===== src/mic_mode_defs.vh =====
// timing counts and mode codes for the microphone mode controller
// assumes a 200 MHz reference clock; counts derive from times in ns/us
`ifndef MIC_MODE_DEFS_VH
`define MIC_MODE_DEFS_VH
// reference clock period in ns
`define REF_PERIOD_NS 5
// power-up blanking of the wake flag, in us
`define BLANK_TIME_US 1000000
`define BLANK_CYCLES (`BLANK_TIME_US * 1000 / `REF_PERIOD_NS)
// fast convergence window after power-up, in us
`define CONVERGE_TIME_US 1000000
`define CONVERGE_CYCLES (`CONVERGE_TIME_US * 1000 / `REF_PERIOD_NS)
// anti-pop alternating pattern span, in us (must start within 50 us)
`define POP_TIME_US 50
`define POP_CYCLES (`POP_TIME_US * 1000 / `REF_PERIOD_NS)
// settle time to nominal sensitivity, in us
`define SETTLE_TIME_US 200
`define SETTLE_CYCLES (`SETTLE_TIME_US * 1000 / `REF_PERIOD_NS)
// band edges as clock period in ns: 250 kHz = 4000 ns, 350 kHz ~ 2857 ns,
// 900 kHz ~ 1111 ns, 1.1 MHz ~ 909 ns; longest valid period 8000 ns
`define STBY_PERIOD_NS 4000
`define LP_MAX_PERIOD_NS 2857
`define LP_MIN_PERIOD_NS 1112
`define FP_MAX_PERIOD_NS 909
`define STBY_CYCLES (`STBY_PERIOD_NS / `REF_PERIOD_NS)
`define LP_MAX_CYCLES (`LP_MAX_PERIOD_NS / `REF_PERIOD_NS)
`define LP_MIN_CYCLES ((`LP_MIN_PERIOD_NS + `REF_PERIOD_NS - 1) / `REF_PERIOD_NS)
`define FP_MAX_CYCLES (`FP_MAX_PERIOD_NS / `REF_PERIOD_NS)
// no edge for longer than the slowest valid period means clock stopped
`define CLK_LOSS_NS 8000
`define CLK_LOSS_CYCLES (`CLK_LOSS_NS / `REF_PERIOD_NS)
// modes
`define MODE_LISTEN 2'd0
`define MODE_STANDBY 2'd1
`define MODE_LOWPWR 2'd2
`define MODE_FULLPWR 2'd3
// level averager shifts for the fast rate and the two corners (fast, 1 Hz, 2 Hz)
`define AVG_SHIFT_FAST 5'd12
`define AVG_SHIFT_1HZ 5'd26
`define AVG_SHIFT_2HZ 5'd25
`endif


===== src/level_tracker.v =====
// rectifier, low-pass averager and threshold comparator for sound level
// assumes a signed level sample with a one-cycle strobe, same clock domain
`timescale 1ns/100ps
`default_nettype none
module level_tracker (
  input wire ref_clk_i,
  input wire rstn_i,
  input wire sample_vld_i,
  input wire signed [15:0] sample_i,
  input wire [4:0] avg_shift_i,
  output reg above_o,
  output reg [3:0] amp_gain_setting_o
);
  // rectified sample
  wire [15:0] mag = sample_i[15] ? (~sample_i + 16'h0001) : sample_i;
  // long-term average held with 26 fraction bits
  reg [41:0] avg_reg;
  wire [41:0] mag_w = {mag, 26'h0000000};
  wire [41:0] delta = (mag_w >= avg_reg) ? ((mag_w - avg_reg) >> avg_shift_i)
                                         : ((avg_reg - mag_w) >> avg_shift_i);
  wire [15:0] avg_int = avg_reg[41:26];
  // threshold sits at three times the averaged background plus 16
  wire [17:0] thresh = {2'b00, avg_int} + {1'b0, avg_int, 1'b0} + 18'h00010;
  // ------------------------------------------------------------
  // averaging, comparison and gain steering
  // ------------------------------------------------------------
  always @(posedge ref_clk_i or negedge rstn_i) begin
    if (!rstn_i) begin
      avg_reg <= 42'h0;
      above_o <= 1'b0;
      amp_gain_setting_o <= 4'h0;
    end else if (sample_vld_i) begin
      // rectify and low-pass the level
      if (mag_w >= avg_reg) begin
        avg_reg <= avg_reg + delta;
      end else begin
        avg_reg <= avg_reg - delta;
      end
      // over threshold sets, under clears
      above_o <= ({2'b00, mag} > thresh);
      // quieter background means more gain
      if (avg_int[15:12] != 4'h0) begin
        amp_gain_setting_o <= 4'h0;
      end else if (avg_int[11:8] != 4'h0) begin
        amp_gain_setting_o <= 4'h4;
      end else if (avg_int[7:4] != 4'h0) begin
        amp_gain_setting_o <= 4'h8;
      end else begin
        amp_gain_setting_o <= 4'hf;
      end
    end
  end
endmodule
`default_nettype wire


===== src/mic_mode_ctrl.v =====
// clock-rate mode selection, wake flag path and pdm data line driver
// assumes mic clock and channel select are asynchronous pins, and that
// the sound level and modulator bit arrive from logic on ref_clk_i
`include "mic_mode_defs.vh"
`timescale 1ns/100ps
`default_nettype none
// What this block does
// no clock means low-power listening mode
// wake pin flags level above threshold
// threshold follows background noise level
// rectify, average 1Hz/2Hz, steer gain
// fast convergence first second, then slow
// wake output blanked first second
// valid clock enters streaming, even at power-up
// streaming needs no prior wake flag
// wake path keeps running while streaming
// anti-pop alternating pattern, then audio
// stream settled within 200 us
// host starts clock on wake flag
// left: drive after fall, release after rise
// right: drive after rise, release after fall
// clock under 250 kHz gives standby (here only down to 125 kHz; slower clocks time out to listen)
// clock bands select low or full power
// channel select picks launch edge
// classify by reference, timeout to listen
// flag drops when level falls below
module mic_mode_ctrl #(
  parameter BLANK_CYCLES = `BLANK_CYCLES,
  parameter CONVERGE_CYCLES = `CONVERGE_CYCLES
) (
  input wire ref_clk_i,
  input wire rstn_i,
  input wire mic_clk_i,
  input wire chan_sel_i,
  input wire filter_corner_select_i,
  input wire level_vld_i,
  input wire signed [15:0] level_i,
  input wire pdm_bit_i,
  output reg sound_wake_o,
  output wire [3:0] amp_gain_setting_o,
  output reg pdm_data_o,
  output reg pdm_data_oe_o,
  output wire [1:0] mode_o,
  output wire settled_o
);
  // ------------------------------------------------------------
  // pin synchronisers
  // ------------------------------------------------------------
  reg clk_s1_reg;
  reg clk_s2_reg;
  reg clk_s3_reg;
  reg sel_s1_reg;
  reg sel_s2_reg;
  // two flops per pin, third flop only for edge finding
  always @(posedge ref_clk_i or negedge rstn_i) begin
    if (!rstn_i) begin
      clk_s1_reg <= 1'b0;
      clk_s2_reg <= 1'b0;
      clk_s3_reg <= 1'b0;
      sel_s1_reg <= 1'b0;
      sel_s2_reg <= 1'b0;
    end else begin
      clk_s1_reg <= mic_clk_i;
      clk_s2_reg <= clk_s1_reg;
      clk_s3_reg <= clk_s2_reg;
      sel_s1_reg <= chan_sel_i;
      sel_s2_reg <= sel_s1_reg;
    end
  end
  wire clk_rise = clk_s2_reg & ~clk_s3_reg;
  wire clk_fall = ~clk_s2_reg & clk_s3_reg;

  // ------------------------------------------------------------
  // clock period measurement and mode choice
  // ------------------------------------------------------------
  reg [11:0] per_cnt_reg;
  reg [1:0] mode_reg;
  reg [1:0] mode_next;
  reg [1:0] cand_reg;
  // band of the period just measured
  reg [1:0] band;
  always @* begin
    band = `MODE_STANDBY;
    if (per_cnt_reg <= `FP_MAX_CYCLES) begin
      band = `MODE_FULLPWR;
    end else if (per_cnt_reg >= `LP_MIN_CYCLES && per_cnt_reg <= `LP_MAX_CYCLES) begin
      band = `MODE_LOWPWR;
    end else if (per_cnt_reg >= `STBY_CYCLES) begin
      band = `MODE_STANDBY;
    end else begin
      band = mode_reg; // guard bands keep the present mode
    end
  end
  // mode changes when two periods in a row agree, or to listen on clock timeout
  always @* begin
    mode_next = mode_reg;
    if (per_cnt_reg >= `CLK_LOSS_CYCLES) begin
      mode_next = `MODE_LISTEN;
    end else if (clk_rise && band == cand_reg) begin
      mode_next = band;
    end
  end
  // period counter runs between rising edges, saturating at the timeout
  always @(posedge ref_clk_i or negedge rstn_i) begin
    if (!rstn_i) begin
      per_cnt_reg <= 12'hfff;
      mode_reg <= `MODE_LISTEN;
      cand_reg <= `MODE_LISTEN;
    end else begin
      mode_reg <= mode_next;
      if (clk_rise) begin
        per_cnt_reg <= 12'h001;
        cand_reg <= band;
      end else if (per_cnt_reg < `CLK_LOSS_CYCLES) begin
        per_cnt_reg <= per_cnt_reg + 12'h001;
      end
    end
  end
  assign mode_o = mode_reg;
  wire streaming = (mode_reg == `MODE_LOWPWR) || (mode_reg == `MODE_FULLPWR);

  // ------------------------------------------------------------
  // power-up timers: blanking and fast convergence
  // ------------------------------------------------------------
  reg [27:0] up_cnt_reg;
  wire blank_done = (up_cnt_reg >= BLANK_CYCLES);
  wire conv_done = (up_cnt_reg >= CONVERGE_CYCLES);
  // counts once from reset release, then holds
  always @(posedge ref_clk_i or negedge rstn_i) begin
    if (!rstn_i) begin
      up_cnt_reg <= 28'h0;
    end else if (!(blank_done && conv_done)) begin
      up_cnt_reg <= up_cnt_reg + 28'h1;
    end
  end

  // ------------------------------------------------------------
  // sound level tracking and wake flag
  // ------------------------------------------------------------
  wire above;
  // fast rate first, then the selected corner
  wire [4:0] avg_shift = !conv_done ? `AVG_SHIFT_FAST :
                         (filter_corner_select_i ? `AVG_SHIFT_2HZ : `AVG_SHIFT_1HZ);
  // tracker runs in every mode, streaming included
  level_tracker u_level (
    .ref_clk_i(ref_clk_i),
    .rstn_i(rstn_i),
    .sample_vld_i(level_vld_i),
    .sample_i(level_i),
    .avg_shift_i(avg_shift),
    .above_o(above),
    .amp_gain_setting_o(amp_gain_setting_o)
  );
  // wake flag, held low while blanking; standby carries no flag
  always @(posedge ref_clk_i or negedge rstn_i) begin
    if (!rstn_i) begin
      sound_wake_o <= 1'b0;
    end else if (!blank_done) begin
      sound_wake_o <= 1'b0;
    end else if (mode_reg == `MODE_STANDBY) begin
      sound_wake_o <= 1'b0;
    end else begin
      sound_wake_o <= above;
    end
  end

  // ------------------------------------------------------------
  // stream start: anti-pop pattern then audio, settle flag
  // ------------------------------------------------------------
  reg [15:0] start_cnt_reg;
  reg pop_bit_reg;
  wire in_pop = (start_cnt_reg < `POP_CYCLES);
  // counts from entry into a streaming mode
  always @(posedge ref_clk_i or negedge rstn_i) begin
    if (!rstn_i) begin
      start_cnt_reg <= 16'h0;
      pop_bit_reg <= 1'b0;
    end else if (!streaming) begin
      start_cnt_reg <= 16'h0;
      pop_bit_reg <= 1'b0;
    end else begin
      if (start_cnt_reg < `SETTLE_CYCLES) begin
        start_cnt_reg <= start_cnt_reg + 16'h1;
      end
      // alternate once per launched bit for 50 percent density
      if ((sel_s2_reg && clk_rise) || (!sel_s2_reg && clk_fall)) begin
        pop_bit_reg <= ~pop_bit_reg;
      end
    end
  end
  assign settled_o = streaming && (start_cnt_reg >= `SETTLE_CYCLES);

  // ------------------------------------------------------------
  // shared data line driver
  // ------------------------------------------------------------
  // launch edge and release edge follow the channel select
  wire launch = sel_s2_reg ? clk_rise : clk_fall;
  wire release_edge = sel_s2_reg ? clk_fall : clk_rise;
  always @(posedge ref_clk_i or negedge rstn_i) begin
    if (!rstn_i) begin
      pdm_data_o <= 1'b0;
      pdm_data_oe_o <= 1'b0;
    end else if (!streaming) begin
      pdm_data_o <= 1'b0; // listen and standby leave the line free
      pdm_data_oe_o <= 1'b0;
    end else if (launch) begin
      pdm_data_o <= in_pop ? pop_bit_reg : pdm_bit_i;
      pdm_data_oe_o <= 1'b1;
    end else if (release_edge) begin
      pdm_data_oe_o <= 1'b0;
    end
  end
  // the host reacts to the wake flag by starting the clock
endmodule
`default_nettype wire


===== config.mk =====
export PLATFORM = sky130hd
export DESIGN_NAME = mic_mode_ctrl
export DESIGN_NICKNAME = d
export VERILOG_FILES = /design/src/level_tracker.v /design/src/mic_mode_ctrl.v
export VERILOG_INCLUDE_DIRS = /design/src
export SDC_FILE = /design/constraint.sdc
export NUM_CORES = 1
export LEC_CHECK = 0
export BUFFER_PORTS_ARGS = -buffer_cell sky130_fd_sc_hd__buf_4
export CAP_MARGIN = 5
export CORE_MARGIN = 1.5
export CORE_UTILIZATION = 47
export CTS_BUF_LIST = sky130_fd_sc_hd__clkbuf_2
export DETAILED_ROUTE_END_ITERATION = 8
export GPL_ROUTABILITY_DRIVEN = 0
export SLEW_MARGIN = 25
export SYNTH_ARGS = -nofsm -noshare
export SYNTH_HDL_FRONTEND = slang
export SYNTH_SLANG_ARGS = --single-unit

===== constraint.sdc =====
create_clock -name ref_clk_i -period 10.75 [get_ports ref_clk_i]
set_input_delay 1.075 -clock ref_clk_i [delete_from_list [all_inputs] [get_ports ref_clk_i]]
set_output_delay 1.075 -clock ref_clk_i [all_outputs]
set_load 0.03 [all_outputs]

After elaboration in Yosys (flattened, before gate mapping)
Cells that the tools add are included.
{ "word_totals": {"register_bits": 116, "in_bits": 23, "output_inout_bits": 10, "elab_cells": 97} }
{ "op_classes": {"addsub": 10, "magnitude_cmp": 12, "eq_ne": 8, "shifts": 2, "n_mux": 29, "bitwise_logic": 6, "n_reduce_logical": 13} }
{ "ops": {"columns": ["operator", "n"], "rows": [
  ["42-bit subtractor", 3],
  ["42-bit two-way mux", 2],
  ["42-bit by 5-bit right shift with 42-bit output", 2],
  ["16-bit two-way mux", 3],
  ["42-bit adder", 1],
  ["42-bit greater-or-equal comparator", 1],
  ["16-bit by 1-bit adder with 16-bit output, second input constant", 2],
  ["28-bit by 1-bit adder with 28-bit output, second input constant", 1],
  ["28-bit greater-or-equal comparator, second input constant", 1],
  ["12-bit two-way mux", 2],
  ["16-bit by 17-bit adder with 18-bit output", 1],
  ["18-bit by 5-bit adder with 18-bit output, second input constant", 1],
  ["16-bit by 18-bit > comparator with 1-bit output", 1],
  ["16-bit greater-or-equal comparator, second input constant", 1],
  ["16-bit by 14-bit less-than comparator with 1-bit output, second input constant", 1],
  ["16-bit less-than comparator, second input constant", 1],
  ["16-bit inverter", 1],
  ["12-bit by 1-bit adder with 12-bit output, second input constant", 1],
  ["12-bit by 10-bit greater-or-equal comparator with 1-bit output, second input constant", 1],
  ["12-bit by 11-bit greater-or-equal comparator with 1-bit output, second input constant", 1],
  ["12-bit by 8-bit greater-or-equal comparator with 1-bit output, second input constant", 1],
  ["12-bit by 10-bit <= comparator with 1-bit output, second input constant", 1],
  ["12-bit by 8-bit <= comparator with 1-bit output, second input constant", 1],
  ["12-bit by 11-bit less-than comparator with 1-bit output, second input constant", 1],
  ["other kinds (17)", 48]
]} }

Depth between registers and ports, before layout
{ "depth": {"depth_word": 8, "ltp_mapped": 38, "mapped_depth_nobuf": 36} }

Hierarchy
Synthesis repeated with hierarchy kept, for this count alone.
{ "hier_totals": {"cells_unflattened": 2471, "hier_area_um2": 18171.2} }
{ "modules_own_cells": {"columns": ["mod", "n_inst", "cells_each", "area_each_um2", "seq_area_each_um2"], "rows": [
  ["level_tracker", 1, 2130, 14721.6, 1151.1],
  ["mic_mode_ctrl", 1, 341, 3449.6, 1741.7]
]} }

Worst setup path after synthesis
Ideal clock, no wire load.
{ "synth_timing": {"path_kind": "input to register", "startpoint": "in level_i[7]", "endpoint": "reg u_level.avg_reg[41]", "setup_ns": 0.133, "arrival_ns": 8.622, "t_required_ns": 10.617, "path_slack_ns": 1.996, "cell_stages": 33, "path_buffers": 4, "cell_sequence": "or4_1 > nor3_1 > nand2b_1 > o41a_1 > xor2_1 > ha_1 > clkbuf_1 > and4_1 > nand3_1 > or4_4 > and3_4 > buf_6 > buf_4 > o31ai_4 > mux2_2 > o41ai_2 > nand4b_1 > nor3b_2 > buf_2 > a21oi_1 > o32ai_1 > ha_1 > a21o_1 > a21o_1 > a21oi_1 > nor2b_1 > nor3_1 > a21oi_1 > o31ai_1 > a21oi_1 > o31ai_1 > o221a_2 > nand4_1"} }
{ "synth_via": {"elab_chain_cells": 8, "elab_cells_between_ends": 12, "cone_classes": "add/sub: 5; order compare: 1; shift: 2; mux: 3; bitwise: 1"} }
{ "synth_rtl": {"columns": ["item", "line", "rtl"], "rows": [
  ["start: declaration", "mic_mode_ctrl.v:37", "input wire signed [15:0] level_i,"],
  ["16-bit inverter", "level_tracker.v:15", "wire [15:0] mag = sample_i[15] ? (~sample_i + 16'h0001) : sample_i;"],
  ["16-bit by 1-bit adder with 16-bit output", "level_tracker.v:15", null],
  ["16-bit two-way mux *", "level_tracker.v:15", null],
  ["42-bit subtractor (on tied branches)", "level_tracker.v:20, level_tracker.v:19", null],
  ["42-bit by 5-bit right shift with 42-bit output (on tied branches)", "level_tracker.v:20, level_tracker.v:19", null],
  ["42-bit two-way mux", "level_tracker.v:19", "wire [41:0] delta = (mag_w >= avg_reg) ? ((mag_w - avg_reg) >> avg_shift_i)"],
  ["42-bit subtractor / 42-bit adder (equally long branches)", "level_tracker.v:37, level_tracker.v:35", null],
  ["42-bit two-way mux *", "level_tracker.v:34", "if (mag_w >= avg_reg) begin"],
  ["end signal: assignment", "level_tracker.v:35", "avg_reg <= avg_reg + delta;"],
  ["end signal: assignment", "level_tracker.v:37", "avg_reg <= avg_reg - delta;"],
  ["end: declaration", "level_tracker.v:17", "reg [41:0] avg_reg;"]
]} }
Every way passes the cells marked *; elsewhere a longest branch is shown, timed or not.
A chain may end at the register's enable or synchronous reset.

Final worst setup path
Same ends and word-level chain as after synthesis.

==> summary.md <==
| Metric | Value |
|---|---|
| Combined global-route utilization of all metal layers | `0.259` |
| Max-capacitance violation count | `0` |
| Area growth syn-to-layout | `6.46%` |
| Post-synthesis compound-gate area fraction | `0.216` |
| Number of enable flip-flop cells after synthesis | `0` |
| Synthesized netlist cell count | `1510` |
| Fraction of final layout cells with drive strength greater than 1 | `0.0975` |
| Dpl cells | `1831` |
| Area share of xor/xnor cells in the synthesized design | `0.109` |
| Startpoint type of the worst setup path | `primary input` |
| Detailed-route DRC error count | `0` |
| Max Fanout on Critical Path | `38` |
| Clk_lat worst skew | `0.77 ns` |
| CP Data Arrival Time | `10.39 ns` |
| Flip-flop count of the largest register, all copies and words added | `42` |
| Hold-fix buffers, CTS | `0` |
| Final TNS setup | `0 ns` |
| Total number of nets in the final design | `~1700` |
| Number of register bits inferred by synthesis | `115` |
| Pins over their slew limit | `0` |
| Netlist cell types | `93` |
| Boundary Pins | `33` |
| Setup repair after global routing missed its margin | `no` |
| Number of warnings printed during yosys synthesis | `0` |
| Effective utilization at floorplan | `0.478` |
| Width of the die | `166 um` |
| Overflow left after global routing | `0` |
| H-tree levels | `4` |
| Time the worst path needs with I/O delays and setup | `9.79 ns` |
| Number of input and output port buffers inserted | `32` |
| Inserted Clock Buffers | `17` |
| Number of instances resized during post-cts repair | `0` |
| Antenna violation net count after detailed routing | `0` |
| Worst slew margin relative to its limit | `0.415` |
| Wire length reported by the detailed router | `roughly 34 mm` |
| Total iterations of the first detailed-routing run | `8` |
| Portion of the post-synthesis area used by sequential elements | `0.233` |
| Final Util | `0.508` |
| Fraction of registers with async set/reset | `1.00` |
| Peak per-stage delay on the critical path | `0.67 ns` |
| Number of global-route vias before repair | `around 11000` |
| DRT iter0 DRCs | `around 860` |
| Post-synthesis mux area share | `0.0363` |
| Cell chosen for the clock root | `sky130_fd_sc_hd__clkbuf_2` |
| Synth Cell Area | `12400 um2` |
| Fraction of the mapped netlist area in simple logic gates | `0.222` |
| Category of the critical setup timing path | `in -> reg` |
| Dominant combinational cell family by area after synthesis | `simple AND/OR/NAND/NOR gates` |
| Area of all placed cells without fillers | `13200 um2` |
| TritonCTS clock tree | `built` |
| Highest-count cells in the layout ignoring fill and taps | `sky130_fd_sc_hd__ha_1 (133), sky130_fd_sc_hd__nand2_1 (128), sky130_fd_sc_hd__nor2_1 (127), sky130_fd_sc_hd__dfrtp_1 (103), sky130_fd_sc_hd__xnor2_1 (100)` |
| Total number of vias | `11114` |
| Pin count of the biggest net entering global routing | `60` |
| First-pass GRT wire length | `between 50 and 60 mm` |
| Cells on worst reg2reg path | `28` |
| Worst hold path type | `in -> async` |
| Final setup skew | `0.0778 ns` |
| Most common cell after layout, fill and taps aside | `sky130_fd_sc_hd__ha_1` |
| Routed vias/inst | `just under 6` |
| Net count after synthesis | `1669` |
| Category of the worst setup path capture point | `flip-flop` |
| Floorplan die area | `27400 um2` |
| Buffers from clock root to sink, at most | `2` |
| Routed len/inst | `18.3 um` |
| Run status | `finished, final reports clean` |
| Syn Area/Cell | `8.22 um2` |
| Endpoints failing hold | `0` |
| Primary flip-flop cell chosen by synthesis mapping | `sky130_fd_sc_hd__dfrtp_1` |
| Adder-cell share of the synthesized area | `0.139` |
| Number of fill cells | `2522` |
| Placement Rows | `59` |
| Cell at the slowest stage of the critical path | `sky130_fd_sc_hd__o31ai_1` |
| Number of antenna violations at the first check in global routing | `1` |
| Clk sinks | `~120` |
| CTS clock-pin slew for the worst setup and hold paths | `0.26 ns` |
| Buffers inserted during post-CTS setup optimization | `0` |
| Die extent in y | `166 um` |
| Worst-Margin Slew | `0.870 ns` |
| Instance area at placement | `12900 um2` |
| Placed wire-length estimate | `26.4 mm` |
| Final Non-Filler Cells | `1864` |
| Number of failing setup endpoints in the final timing report | `0` |
| Achievable Freq | `0.102 GHz` |
| Core region area | `26000 um2` |
| Post-route fraction of the period consumed by the critical path | `0.911` |
| Data required time at the worst endpoint | `11.35 ns` |
## metrics by stage
step	hold slack (ns)	worst slack, ns
after floorplan	0.331	2.00
after global placement	0.333	0.581
after detailed placement	0.335	0.401
after CTS	0.326	1.27
after global routing	0.317	0.425
final	0.344	0.961
## critical path: cells and delay by family
kind | cells | cell delay, ns
buffers and inverters | 2 | 0.35
XOR/XNOR | 2 | 0.94
AO/OA/AOI/OAI | 15 | 4.36
adder cells (fa/ha/maj) | 2 | 0.71
AND/OR/NAND/NOR | 10 | 2.67
multiplexers | 1 | 0.26
## cell families after synthesis
group,Yosys count
multiplexers,42
flip-flops,115
adder cells (fa/ha/maj),136
AO/OA/AOI/OAI,401
buffers and inverters,139
AND/OR/NAND/NOR,523
XOR/XNOR,154
## synth_stat cells, types with 16 or more instances
master                     number  share of area
sky130_fd_sc_hd__a211oi_1      19          0.011
sky130_fd_sc_hd__clkbuf_1      42          0.013
sky130_fd_sc_hd__and3_1        26          0.013
sky130_fd_sc_hd__xor2_1        54          0.038
sky130_fd_sc_hd__o21ai_0       91          0.037
sky130_fd_sc_hd__nand2_1      128          0.039
sky130_fd_sc_hd__mux2_2        24          0.022
sky130_fd_sc_hd__nor2_1       127          0.038
sky130_fd_sc_hd__nand2b_1      21          0.011
sky130_fd_sc_hd__nand3_1       42          0.017
sky130_fd_sc_hd__nand4_1       25          0.013
sky130_fd_sc_hd__mux2i_1       18          0.015
sky130_fd_sc_hd__dfrtp_1      103           0.21
sky130_fd_sc_hd__a31oi_1       25          0.013
sky130_fd_sc_hd__inv_1         82          0.025
sky130_fd_sc_hd__ha_1         133           0.13
sky130_fd_sc_hd__a21oi_1       95          0.038
sky130_fd_sc_hd__or3_1         16         0.0081
sky130_fd_sc_hd__nor3_1        45          0.018
sky130_fd_sc_hd__xnor2_1      100          0.071
sky130_fd_sc_hd__a21o_1        42          0.025
## layer usage
metal | global-route usage | wire length [um] | up-vias
met5 | 0 | 0 | -
met4 | 0.0828 | 852 | 0
met3 | 0.0330 | 1790 | 58
met2 | 0.413 | 15400 | 319
met1 | 0.362 | 16100 | 5251
li1 | - | - | 5486
## path summary, 6_finish.rpt
| path | slack [ns] | from | endpoint |
|---|---|---|---|
| max in group asynchronous | 9.09 | rstn_i | u_level.avg_reg[7]$_DFFE_PN0P_ |
| min | 0.34 | rstn_i | sel_s2_reg$_DFF_PN0_ |
| max | 0.96 | level_i[7] | u_level.avg_reg[41]$_DFFE_PN0P_ |
| max reg2reg | 1.95 | u_level.avg_reg[26]$_DFFE_PN0P_ | u_level.avg_reg[41]$_DFFE_PN0P_ |
| min reg2reg | 0.36 | sel_s1_reg$_DFF_PN0_ | sel_s2_reg$_DFF_PN0_ |
| min in group ref_clk_i | 0.36 | sel_s1_reg$_DFF_PN0_ | sel_s2_reg$_DFF_PN0_ |
## area by class of cell
class / count / area (um2) / area share
sequential: 115 / 2890 / 0.219
inverter: 82 / 308 / 0.0233
clock inverter: 15 / 205 / 0.0155
antenna: 1 / 2.50 / 0.000189
clock buffer: 17 / 85.1 / 0.00644
multi-input combinational: 1256 / 8960 / 0.679
tap: 335 / 419 / 0.0317
timing repair buffer: 43 / 335 / 0.0254
Power is left out: the tool's default activity adds up to more than one toggle a clock period on the data nets, which glitch-free logic cannot reach.
